<file path="config.mk">
export PLATFORM = sky130hd
export DESIGN_NAME = pio_pin_ctrl
export DESIGN_NICKNAME = d
export VERILOG_FILES = /design/src/include/pio_pins_pkg.sv /design/src/logic/pio_pin_ctrl.sv
export VERILOG_INCLUDE_DIRS = /design/src /design/src/include
export SDC_FILE = /design/constraint.sdc
export NUM_CORES = 1
export LEC_CHECK = 0
export BUFFER_PORTS_ARGS = -buffer_cell sky130_fd_sc_hd__buf_4
export CORE_MARGIN = 8
export CORE_UTILIZATION = 35
export CTS_BUF_LIST = sky130_fd_sc_hd__clkbuf_2
export DETAILED_ROUTE_END_ITERATION = 10
export PLACE_DENSITY = 0.54
export SETUP_SLACK_MARGIN = 0.2
export SLEW_MARGIN = 20
export SYNTH_ARGS = -nofsm -noshare
export SYNTH_HDL_FRONTEND = slang
export SYNTH_SLANG_ARGS = --single-unit
</file>
<file path="constraint.sdc">
create_clock -name ref_clk_i -period 2.85 [get_ports ref_clk_i]
set_input_delay 0.1425 -clock ref_clk_i [delete_from_list [all_inputs] [get_ports ref_clk_i]]
set_output_delay 0.1425 -clock ref_clk_i [all_outputs]
set_load 0.01 [all_outputs]
</file>
<file path="src/include/pio_pins_defines.svh">
// Offsets, reset values and lane masks of the programmable pin block.
// Assumes 12-bit byte offsets inside the configuration region.
`ifndef PIO_PINS_DEFINES_SVH
`define PIO_PINS_DEFINES_SVH

// ****************************************
// Register offsets
// ****************************************
`define OFS_FSEL_LO   12'hc20
`define OFS_FSEL_HI   12'hc22
`define OFS_CS_FUNC   12'hc24
`define OFS_CLK_SEL   12'hc26
`define OFS_DRIVE     12'hc28
`define OFS_DIR_LO    12'hc2a
`define OFS_DIR_HI    12'hc2c
`define OFS_LEVEL_LO  12'hc30
`define OFS_LEVEL_HI  12'hc32
`define OFS_SET_LO    12'hc34
`define OFS_SET_HI    12'hc36
`define OFS_CLR_LO    12'hc38
`define OFS_CLR_HI    12'hc3a

// ****************************************
// Reset values and lanes
// ****************************************
`define RST_REG16     16'h0000
`define RST_REG32     32'h0000_0000
`define LANE_LO_MASK  32'h0000_ffff
`define LANE_HI_MASK  32'hffff_0000

`endif

</file>
<file path="src/include/pio_pins_pkg.sv">
// Types shared by the programmable pin block.
// Assumes the defines header is compiled alongside.
package pio_pins_pkg;
   // Register access sequencer: a wide select access takes two steps
   typedef enum logic [0:0] {ACC_IDLE, ACC_WIDE_HI} acc_state_e;
endpackage

</file>
<file path="src/logic/pio_pin_ctrl.sv">
// Programmable pin control: 32 pins, function select, direction, data, set, clear.
// Assumes pins and the register port are synchronous to ref_clk_i.
`timescale 1ns/10ps
`include "pio_pins_defines.svh"

// Summary of operation
// - Thirteen registers at fixed offsets configure 32 pins in a low and a high group of 16.
// - Function select bits hand each pin over to its shared interface function.
// - A selected interface pin ignores direction, data, set and clear writes but reads its level.
// - A general-purpose input ignores data, set and clear writes and reads its level.
// - On a general-purpose output a 1 written to the clear bit drives the pin low.
// - On a general-purpose output a 1 written to the set bit drives the pin high.
// - On a general-purpose output a data bit written 0 drives low and 1 drives high.
// - Data reads always return the real pin level whatever the pin's mode.
// - Software uses one of data, set or clear per operation, yet every later write still acts.
// - A drive strength register adjusts the memory interface pin drive.
// - After reset all function select bits are 0, so all pins start as inputs.
// - A 32-bit function select access runs as two 16-bit accesses, low group first.
module pio_pin_ctrl
   import pio_pins_pkg::*;
#(
   parameter int PINS = 32
)
(
   input wire logic ref_clk_i,
   input wire logic sys_rst_i,
   input wire logic cfg_req_i,
   input wire logic cfg_we_i,
   input wire logic cfg_wide_i,
   input wire logic [11:0] cfg_addr_i,
   input wire logic [31:0] cfg_wdata_i,
   output logic [31:0] cfg_rdata_o,
   output logic cfg_ack_o,
   output logic cfg_busy_o,
   input wire logic [PINS-1:0] pin_in_i,
   output logic [PINS-1:0] pin_out_o,
   output logic [PINS-1:0] pin_oe_o,
   input wire logic [PINS-1:0] func_out_i,
   input wire logic [PINS-1:0] func_oe_i,
   output logic [PINS-1:0] func_sel_o,
   output logic [15:0] cs_func_o,
   output logic [15:0] clk_sel_o,
   output logic [15:0] drive_str_o
);

   // ****************************************
   // Declarations
   // ****************************************
   acc_state_e acc_r;
   logic [15:0] wide_hi_r;
   logic [31:0] rdata_r;
   logic ack_r;
   logic busy_r;
   logic wide_we_r;
   logic [31:0] fsel_r;
   logic [31:0] dir_r;
   logic [31:0] data_r;
   logic [31:0] sync1_r;
   logic [31:0] sync2_r;
   logic [15:0] cs_func_r;
   logic [15:0] clk_sel_r;
   logic [15:0] drive_r;
   logic [31:0] pin_out_r;
   logic [31:0] pin_oe_r;
   logic take;
   logic wr_en;
   logic rd_en;
   logic [11:0] acc_addr;
   logic [15:0] wr_data;
   logic [31:0] wr_data32;
   logic [31:0] gp_out;
   logic [31:0] dat_we;
   logic [31:0] set_we;
   logic [31:0] clr_we;
   logic [31:0] fsel_nxt;
   logic [31:0] dir_nxt;
   logic [31:0] data_nxt;

   // Lane mask of a write to a low/high register pair
   function automatic logic [31:0] lane_mask(input logic en, input logic [11:0] addr,
                                             input logic [11:0] lo, input logic [11:0] hi);
      logic [31:0] m;
      m = `RST_REG32;
      if (en && addr == lo)
         m = `LANE_LO_MASK;
      else if (en && addr == hi)
         m = `LANE_HI_MASK;
      return m;
   endfunction

   // Read decode; write-only and unmapped offsets read zero
   function automatic logic [15:0] read_reg(input logic [11:0] addr);
      logic [15:0] v;
      v = `RST_REG16;
      unique case (addr)
         `OFS_FSEL_LO: v = fsel_r[15:0];
         `OFS_FSEL_HI: v = fsel_r[31:16];
         `OFS_CS_FUNC: v = cs_func_r;
         `OFS_CLK_SEL: v = clk_sel_r;
         `OFS_DRIVE: v = drive_r;
         `OFS_DIR_LO: v = dir_r[15:0];
         `OFS_DIR_HI: v = dir_r[31:16];
         `OFS_LEVEL_LO: v = sync2_r[15:0];
         `OFS_LEVEL_HI: v = sync2_r[31:16];
         default: v = `RST_REG16;
      endcase
      return v;
   endfunction

   // ****************************************
   // Register access sequencer
   // ****************************************
   // Requests are taken only while not busy
   assign take = cfg_req_i && !busy_r;
   // Second step of a wide write lands on its own, with no new request
   assign wr_en = (take && cfg_we_i) || (acc_r == ACC_WIDE_HI && wide_we_r);
   assign rd_en = take && !cfg_we_i;
   // Second step of a wide access always targets the high select register
   assign acc_addr = (acc_r == ACC_WIDE_HI) ? `OFS_FSEL_HI : cfg_addr_i;
   assign wr_data = (acc_r == ACC_WIDE_HI) ? wide_hi_r : cfg_wdata_i[15:0];
   assign wr_data32 = {wr_data, wr_data};

   always_ff @(posedge ref_clk_i)
   begin
      if (sys_rst_i)
      begin
         acc_r <= ACC_IDLE;
         busy_r <= 1'b0;
         wide_we_r <= 1'b0;
         wide_hi_r <= `RST_REG16;
      end
      else if (take && cfg_wide_i && cfg_addr_i == `OFS_FSEL_LO)
      begin
         acc_r <= ACC_WIDE_HI;
         busy_r <= 1'b1;
         wide_we_r <= cfg_we_i;
         wide_hi_r <= cfg_wdata_i[31:16];
      end
      else
      begin
         acc_r <= ACC_IDLE;
         busy_r <= 1'b0;
      end
   end

   // Answer: one cycle for a 16-bit access, two for a wide select access
   always_ff @(posedge ref_clk_i)
   begin
      if (sys_rst_i)
      begin
         ack_r <= 1'b0;
         rdata_r <= `RST_REG32;
      end
      else
      begin
         ack_r <= (take && !(cfg_wide_i && cfg_addr_i == `OFS_FSEL_LO))
                  || acc_r == ACC_WIDE_HI;
         if (rd_en)
            rdata_r <= {16'h0000, read_reg(cfg_addr_i)};
         else if (acc_r == ACC_WIDE_HI && !wide_we_r)
            rdata_r[31:16] <= read_reg(`OFS_FSEL_HI);
      end
   end

   // ****************************************
   // Pin configuration and data
   // ****************************************
   // only general-purpose outputs take data, set and clear
   assign gp_out = ~fsel_r & dir_r;
   assign dat_we = lane_mask(wr_en, acc_addr, `OFS_LEVEL_LO, `OFS_LEVEL_HI) & gp_out;
   assign set_we = lane_mask(wr_en, acc_addr, `OFS_SET_LO, `OFS_SET_HI) & gp_out & wr_data32;
   assign clr_we = lane_mask(wr_en, acc_addr, `OFS_CLR_LO, `OFS_CLR_HI) & gp_out & wr_data32;

   // select writes always land; direction frozen under interface use
   always_comb
   begin
      fsel_nxt = (fsel_r & ~lane_mask(wr_en, acc_addr, `OFS_FSEL_LO, `OFS_FSEL_HI))
                 | (wr_data32 & lane_mask(wr_en, acc_addr, `OFS_FSEL_LO, `OFS_FSEL_HI));
      dir_nxt = dir_r;
      if (lane_mask(wr_en, acc_addr, `OFS_DIR_LO, `OFS_DIR_HI) != `RST_REG32)
         dir_nxt = (dir_r & (fsel_r | ~lane_mask(wr_en, acc_addr, `OFS_DIR_LO, `OFS_DIR_HI)))
                   | (wr_data32 & ~fsel_r & lane_mask(wr_en, acc_addr, `OFS_DIR_LO, `OFS_DIR_HI));
      // every write acts, whichever register it goes to
      // clear drives low, set drives high
      data_nxt = (((data_r & ~dat_we) | (wr_data32 & dat_we)) | set_we) & ~clr_we;
   end

   // all pins start as general-purpose inputs
   always_ff @(posedge ref_clk_i)
   begin
      if (sys_rst_i)
      begin
         fsel_r <= `RST_REG32;
         dir_r <= `RST_REG32;
         data_r <= `RST_REG32;
      end
      else
      begin
         fsel_r <= fsel_nxt;
         dir_r <= dir_nxt;
         data_r <= data_nxt;
      end
   end

   // chip select function, clock select and drive strength registers
   // drive strength held for the memory pads
   always_ff @(posedge ref_clk_i)
   begin
      if (sys_rst_i)
      begin
         cs_func_r <= `RST_REG16;
         clk_sel_r <= `RST_REG16;
         drive_r <= `RST_REG16;
      end
      else if (wr_en && acc_r == ACC_IDLE)
      begin
         if (acc_addr == `OFS_CS_FUNC)
            cs_func_r <= wr_data;
         if (acc_addr == `OFS_CLK_SEL)
            clk_sel_r <= wr_data;
         if (acc_addr == `OFS_DRIVE)
            drive_r <= wr_data;
      end
   end

   // two-stage synchroniser; level read always from the pad
   always_ff @(posedge ref_clk_i)
   begin
      if (sys_rst_i)
      begin
         sync1_r <= `RST_REG32;
         sync2_r <= `RST_REG32;
      end
      else
      begin
         sync1_r <= pin_in_i;
         sync2_r <= sync1_r;
      end
   end

   // pad mux; pad follows registers one cycle later to keep outputs on flops
   always_ff @(posedge ref_clk_i)
   begin
      if (sys_rst_i)
      begin
         pin_out_r <= `RST_REG32;
         pin_oe_r <= `RST_REG32;
      end
      else
      begin
         pin_out_r <= (fsel_r & func_out_i) | (~fsel_r & data_r);
         pin_oe_r <= (fsel_r & func_oe_i) | (~fsel_r & dir_r);
      end
   end

   assign cfg_rdata_o = rdata_r;
   assign cfg_ack_o = ack_r;
   assign cfg_busy_o = busy_r;
   assign pin_out_o = pin_out_r;
   assign pin_oe_o = pin_oe_r;
   assign func_sel_o = fsel_r;
   assign cs_func_o = cs_func_r;
   assign clk_sel_o = clk_sel_r;
   assign drive_str_o = drive_r;

   logic wr16;
   assign wr16 = take && cfg_we_i && !cfg_wide_i;
endmodule
</file>
==> impl_table.tex <==
\begin{tabular}{lr}
\hline
Metric & Value \\
\hline
\multicolumn{2}{l}{\textbf{Status}} \\
\quad Outcome & finished clean \\
\multicolumn{2}{l}{\textbf{Yosys}} \\
\quad Register bit total from synthesis & 323 \\
\quad YS warnings & 0 \\
\quad Sequential-to-total area share from yosys stat & between 50 and 60\% \\
\quad Post-synthesis cell area & 12,840 um2 \\
\quad Avg Inst Size Synth & 8.899 um2 \\
\quad Fraction of registers with async set/reset & 0\% \\
\quad Top\_reg\_cell synth & sky130\_fd\_sc\_hd\_\_dfxtp\_1 \\
\quad Count of flip-flops with a built-in enable after synthesis & 0 \\
\quad Synthesized net count & 1,588 \\
\quad Synth cell types & 58 \\
\quad Number of cells produced by synthesis & 1,443 \\
\multicolumn{2}{l}{\textbf{Timing}} \\
\quad Share of the clock period used by the worst path after layout & 95.38\% \\
\quad Smallest setup slack after layout & $\sim$130 ps \\
\quad Number of hold violations in the final report & 0 \\
\quad Normalized max-slew margin & 36.64\% \\
\quad Post-layout min period & between 2000 and 3000 ps \\
\quad Pins Over Slew Limit & 0 \\
\quad Measured slew at the worst slew-check pin & around 950 ps \\
\quad Final setup violation count & 0 \\
\quad Post-route clock skew & approximately 60 ps \\
\quad Aggregate negative setup slack & 0 ps \\
\quad Final-layout worst hold slack & 129.0 ps \\
\quad Unrepaired setup endpoints after global routing & true \\
\quad Achievable Freq & 367.9 MHz \\
\multicolumn{2}{l}{\textbf{Placement}} \\
\quad Number of buffer cells added on primary ports & 322 \\
\quad Setup slack at placement & 274.3 ps \\
\quad Final weighted congestion of routability-driven global placement & 0.8672 \\
\quad Number of placed cells counting well taps & 2,163 \\
\quad Estimated wirelength of the detail-placed design & 35,350 um \\
\multicolumn{2}{l}{\textbf{CTS}} \\
\quad H-tree Lvls & 3 \\
\quad Number of buffers inserted to repair setup after CTS & 0 \\
\quad Worst-skew pair later-pin latency & 960 ps \\
\quad Number of sinks on the clock net & around 320 \\
\quad Longest Clk Path Bufs & 3 \\
\quad Clock tree from TritonCTS & built \\
\quad Number of buffers created by CTS & between 80 and 90 \\
\quad Clock-pin slew on the worst setup and hold paths & 100 ps \\
\quad Root buffer cell & sky130\_fd\_sc\_hd\_\_clkbuf\_2 \\
\multicolumn{2}{l}{\textbf{Layout}} \\
\quad Area growth from synthesis to layout & 56.09\% \\
\quad \# nets final & 2,283 \\
\quad Filler-free cell count of the finished design & about 2,700 \\
\quad End-of-flow core utilization & 55.15\% \\
\quad Proportion of layout cells with a drive suffix above 1 & around 25\% \\
\quad Number of fillers in the final layout & 3,311 \\
\multicolumn{2}{l}{\textbf{Power and ir drop}} \\
\quad Net Sw Frac & about a quarter \\
\quad PwrDens & 439.8 nW/um2 \\
\quad Leakage power total & 8.047 nW \\
\quad Sequential fraction of design power & between 50\% and 60\% \\
\quad Internal power contribution & 6.523 mW \\
\quad Fraction of power consumed by combinational cells & 9.2\% \\
\quad Peak VDD IR & 0.2547 mV \\
\quad Share of total power in the clock network & roughly two fifths \\
\quad Net switching power of the design & 2.293 mW \\
\multicolumn{2}{l}{\textbf{Floorplanning}} \\
\quad Die Ht & 207.5 um \\
\quad Number of placed I/O pins & between 300 and 400 \\
\quad Die Wd & 207.5 um \\
\quad Starting density of the core & 35.33\% \\
\quad Total Die Area & 43,070 um2 \\
\quad Core box area & 36,350 um2 \\
\quad Number of core rows & 70 \\
\multicolumn{2}{l}{\textbf{Critical path}} \\
\quad Worst EP required & approximately 3700 ps \\
\quad Delay of the slowest cell on the worst path & slightly above 700 ps \\
\quad Critical path launch point type & primary input \\
\quad Delay-heaviest family, CP & buffers and inverters \\
\quad CP most frequent cell & sky130\_fd\_sc\_hd\_\_dlygate4sd3\_1 \\
\quad Cell Chain, Critical Path & dlygate4sd3\_1 > buf\_4 > nor3b\_2 > a22oi\_1 > o221a\_2 > o221ai\_1 > dlygate4sd3\_1 > a22o\_1 > dlygate4sd3\_1 \\
\quad Classification of the worst setup path & in -> reg \\
\quad Buffers \& Inverters on Critical Path & 4 \\
\quad Max FO, Critical Path & 28 \\
\quad CP arrival & 3600 ps \\
\quad Type of destination of the critical path & flip-flop \\
\quad Critical-path top delay cell & sky130\_fd\_sc\_hd\_\_nor3b\_2 \\
\multicolumn{2}{l}{\textbf{Routing}} \\
\quad Routed wirelength normalized by instance count & between 20 and 25 um \\
\quad Number of nets with antenna violations after detailed routing & 0 \\
\quad Via total after detailed routing & 13,520 \\
\quad Vias per cell & a little over 5 \\
\quad Iter 0 DRT Violations & 896 \\
\quad Total iterations of the first detailed-routing run & 6 \\
\quad Total routed wirelength & 53,820 um \\
\quad Number of DRC violations after detailed routing & 0 \\
\multicolumn{2}{l}{\textbf{Global route}} \\
\quad Vias in the first global route & 13,780 \\
\quad Largest net degree at the start of global routing & 115 \\
\quad Wire length of the first global-routing pass & 81,600 um \\
\quad GRT Overall Usage & 24.16\% \\
\quad GRT overflow & 0 \\
\quad Antenna violations before repair & 4 \\
\multicolumn{2}{l}{\textbf{Min path}} \\
\quad Worst hold path class & in -> reg \\
\multicolumn{2}{l}{\textbf{Run}} \\
\quad Total of max-cap violations & 0 \\
\hline
\end{tabular}
==> power groups by stage <==
| stage | Sequential [mW] | Clock, mW | Combinational [mW] |
|---|---|---|---|
| 6_report | 4.56 | 3.45 | 0.808 |
| 5_1_grt | 4.57 | 3.81 | 0.855 |
| 4_1_cts | 4.56 | 3.56 | 0.788 |
| 3_5_place_dp | 4.67 | 0 | 0.475 |
| 3_3_place_gp | 4.67 | 0 | 0.472 |
| 2_1_floorplan | 4.66 | 0 | 0.207 |
==> through the flow <==
| step | power (mW) | instance area [um2] |
|---|---|---|
| floorplan | 4.870 | 12840 |
| global placement | 5.141 | 15670 |
| detailed placement | 5.144 | 15670 |
| CTS | 8.908 | 20030 |
| global route | 9.236 | 20040 |
| finish | 8.816 | 20040 |
==> routing by layer <==
metal / share of wire (%) / track usage, %
met5: 0 / 0
met4: 2.6 / 9.145
met3: 7.0 / 5.797
met2: 49 / 40.88
met1: 42 / 29.43
==> sequential cells by signal (all words and copies together), names as in the netlist, 32 cells and up, named ones only <==
register,count
dir_r,32
pin_out_o,32
sync1_r,32
sync2_r,32
data_r,32
cfg_rdata_o,32
pin_oe_o,32
==> kinds of logic after synthesis <==
family	count (synthesis)	synth area share, %
simple gates	575	21.75
compound gates	357	17.88
flops	323	50.36
buf+inv	111	3.888
mux	77	6.129
==> worst register-to-register path: stages, from the launching register on <==
cell,delay (ps)
sky130_fd_sc_hd__dfxtp_1,440
sky130_fd_sc_hd__a22oi_1,330
sky130_fd_sc_hd__o221a_2,300
sky130_fd_sc_hd__o221ai_1,120
sky130_fd_sc_hd__dlygate4sd3_1,580
sky130_fd_sc_hd__a22o_1,190
sky130_fd_sc_hd__dlygate4sd3_1,550
==> Yosys cell counts, types with 4 or more instances <==
master | n | area [um2]
sky130_fd_sc_hd__mux2_2 | 13 | 146.4
sky130_fd_sc_hd__o22ai_1 | 4 | 25.02
sky130_fd_sc_hd__a21oi_1 | 121 | 605.6
sky130_fd_sc_hd__or2_0 | 6 | 37.54
sky130_fd_sc_hd__nand2_1 | 174 | 653.1
sky130_fd_sc_hd__a221oi_1 | 20 | 175.2
sky130_fd_sc_hd__buf_2 | 23 | 115.1
sky130_fd_sc_hd__nand4_1 | 4 | 25.02
sky130_fd_sc_hd__or3_1 | 16 | 100.1
sky130_fd_sc_hd__nand2b_1 | 34 | 212.7
sky130_fd_sc_hd__dfxtp_1 | 323 | 6466
sky130_fd_sc_hd__mux2i_1 | 64 | 640.6
sky130_fd_sc_hd__o221ai_1 | 6 | 52.55
sky130_fd_sc_hd__nor2_1 | 190 | 713.2
sky130_fd_sc_hd__nor3b_1 | 5 | 37.54
sky130_fd_sc_hd__a22o_1 | 4 | 35.03
sky130_fd_sc_hd__clkbuf_1 | 71 | 266.5
sky130_fd_sc_hd__and2_1 | 5 | 31.28
sky130_fd_sc_hd__o21ai_0 | 63 | 315.3
sky130_fd_sc_hd__nor3_1 | 19 | 95.09
sky130_fd_sc_hd__a211oi_1 | 84 | 630.6
sky130_fd_sc_hd__nand3_1 | 14 | 70.07
sky130_fd_sc_hd__or2_2 | 13 | 81.33
sky130_fd_sc_hd__a22oi_1 | 32 | 240.2
sky130_fd_sc_hd__a32oi_1 | 4 | 35.03
sky130_fd_sc_hd__nor2b_1 | 69 | 431.7
sky130_fd_sc_hd__buf_4 | 10 | 75.07
sky130_fd_sc_hd__o211ai_1 | 4 | 30.03
==> path summary, 6_finish.rpt <==
| check | cells after the start | slack [ps] | start | endpoint |
|---|---|---|---|---|
| worst max-delay path | 9 | 130 | cfg_addr_i[2] | cfg_rdata_o[12]$_SDFFE_PP0P_ |
| worst min-delay path | 4 | 130 | cfg_addr_i[1] | cfg_rdata_o[4]$_SDFFE_PP0P_ |
| worst max register to register | 6 | 210 | flip-flop | cfg_rdata_o[12]$_SDFFE_PP0P_ |
| worst min register to register | 1 | 430 | sync1_r[25]$_SDFF_PP0_ | sync2_r[25]$_SDFF_PP0_ |
==> cells in the final DEF, fill, tap and decap left out, types with 3 or more instances in the layout <==
master                          instances
sky130_fd_sc_hd__a211oi_1              84
sky130_fd_sc_hd__a21oi_1              121
sky130_fd_sc_hd__a221oi_1              20
sky130_fd_sc_hd__a22o_1                 4
sky130_fd_sc_hd__a22oi_1               32
sky130_fd_sc_hd__a32oi_1                4
sky130_fd_sc_hd__and2_1                 6
sky130_fd_sc_hd__and3_1                 3
sky130_fd_sc_hd__and3b_1                3
sky130_fd_sc_hd__buf_4                358
sky130_fd_sc_hd__bufinv_16              3
sky130_fd_sc_hd__clkbuf_2             135
sky130_fd_sc_hd__clkinv_1               7
sky130_fd_sc_hd__dfxtp_1              323
sky130_fd_sc_hd__diode_2                3
sky130_fd_sc_hd__dlygate4sd3_1        354
sky130_fd_sc_hd__inv_1                  3
sky130_fd_sc_hd__mux2_2                13
sky130_fd_sc_hd__mux2i_1               64
sky130_fd_sc_hd__nand2_1              174
sky130_fd_sc_hd__nand2b_1              34
sky130_fd_sc_hd__nand3_1               14
sky130_fd_sc_hd__nand4_1                4
sky130_fd_sc_hd__nor2_1               189
sky130_fd_sc_hd__nor2b_1               69
sky130_fd_sc_hd__nor3_1                19
sky130_fd_sc_hd__nor3b_1                4
sky130_fd_sc_hd__nor3b_2                3
sky130_fd_sc_hd__nor4b_4                3
sky130_fd_sc_hd__o211ai_1               4
sky130_fd_sc_hd__o21ai_0               63
sky130_fd_sc_hd__o221a_2                3
sky130_fd_sc_hd__o221ai_1               6
sky130_fd_sc_hd__o22ai_1                4
sky130_fd_sc_hd__or2_0                  6
sky130_fd_sc_hd__or2_2                 13
sky130_fd_sc_hd__or3_1                 16
==> timing repair <==
item	in CTS	in global routing
endpoints found under the hold margin	323	0
gates resized for setup	0	3
endpoints found under the setup margin	0	8
hold buffers	354	0
==> area by class of cell <==
| class | instances | area [um2] | area share, % |
|---|---|---|---|
| Inverter | 3 | 11.26 | 0.05618 |
| Timing Repair Buffer | 714 | 6266 | 31.26 |
| Multi-Input combinational cell | 1009 | 5891 | 29.39 |
| Clock inverter | 15 | 141.4 | 0.7054 |
| Antenna cell | 3 | 7.507 | 0.03745 |
| Tap cell | 468 | 585.6 | 2.921 |
| Clock buffer | 135 | 675.6 | 3.371 |
| Sequential cell | 323 | 6466 | 32.26 |
Note: power is estimated with default switching activity, not from simulation.
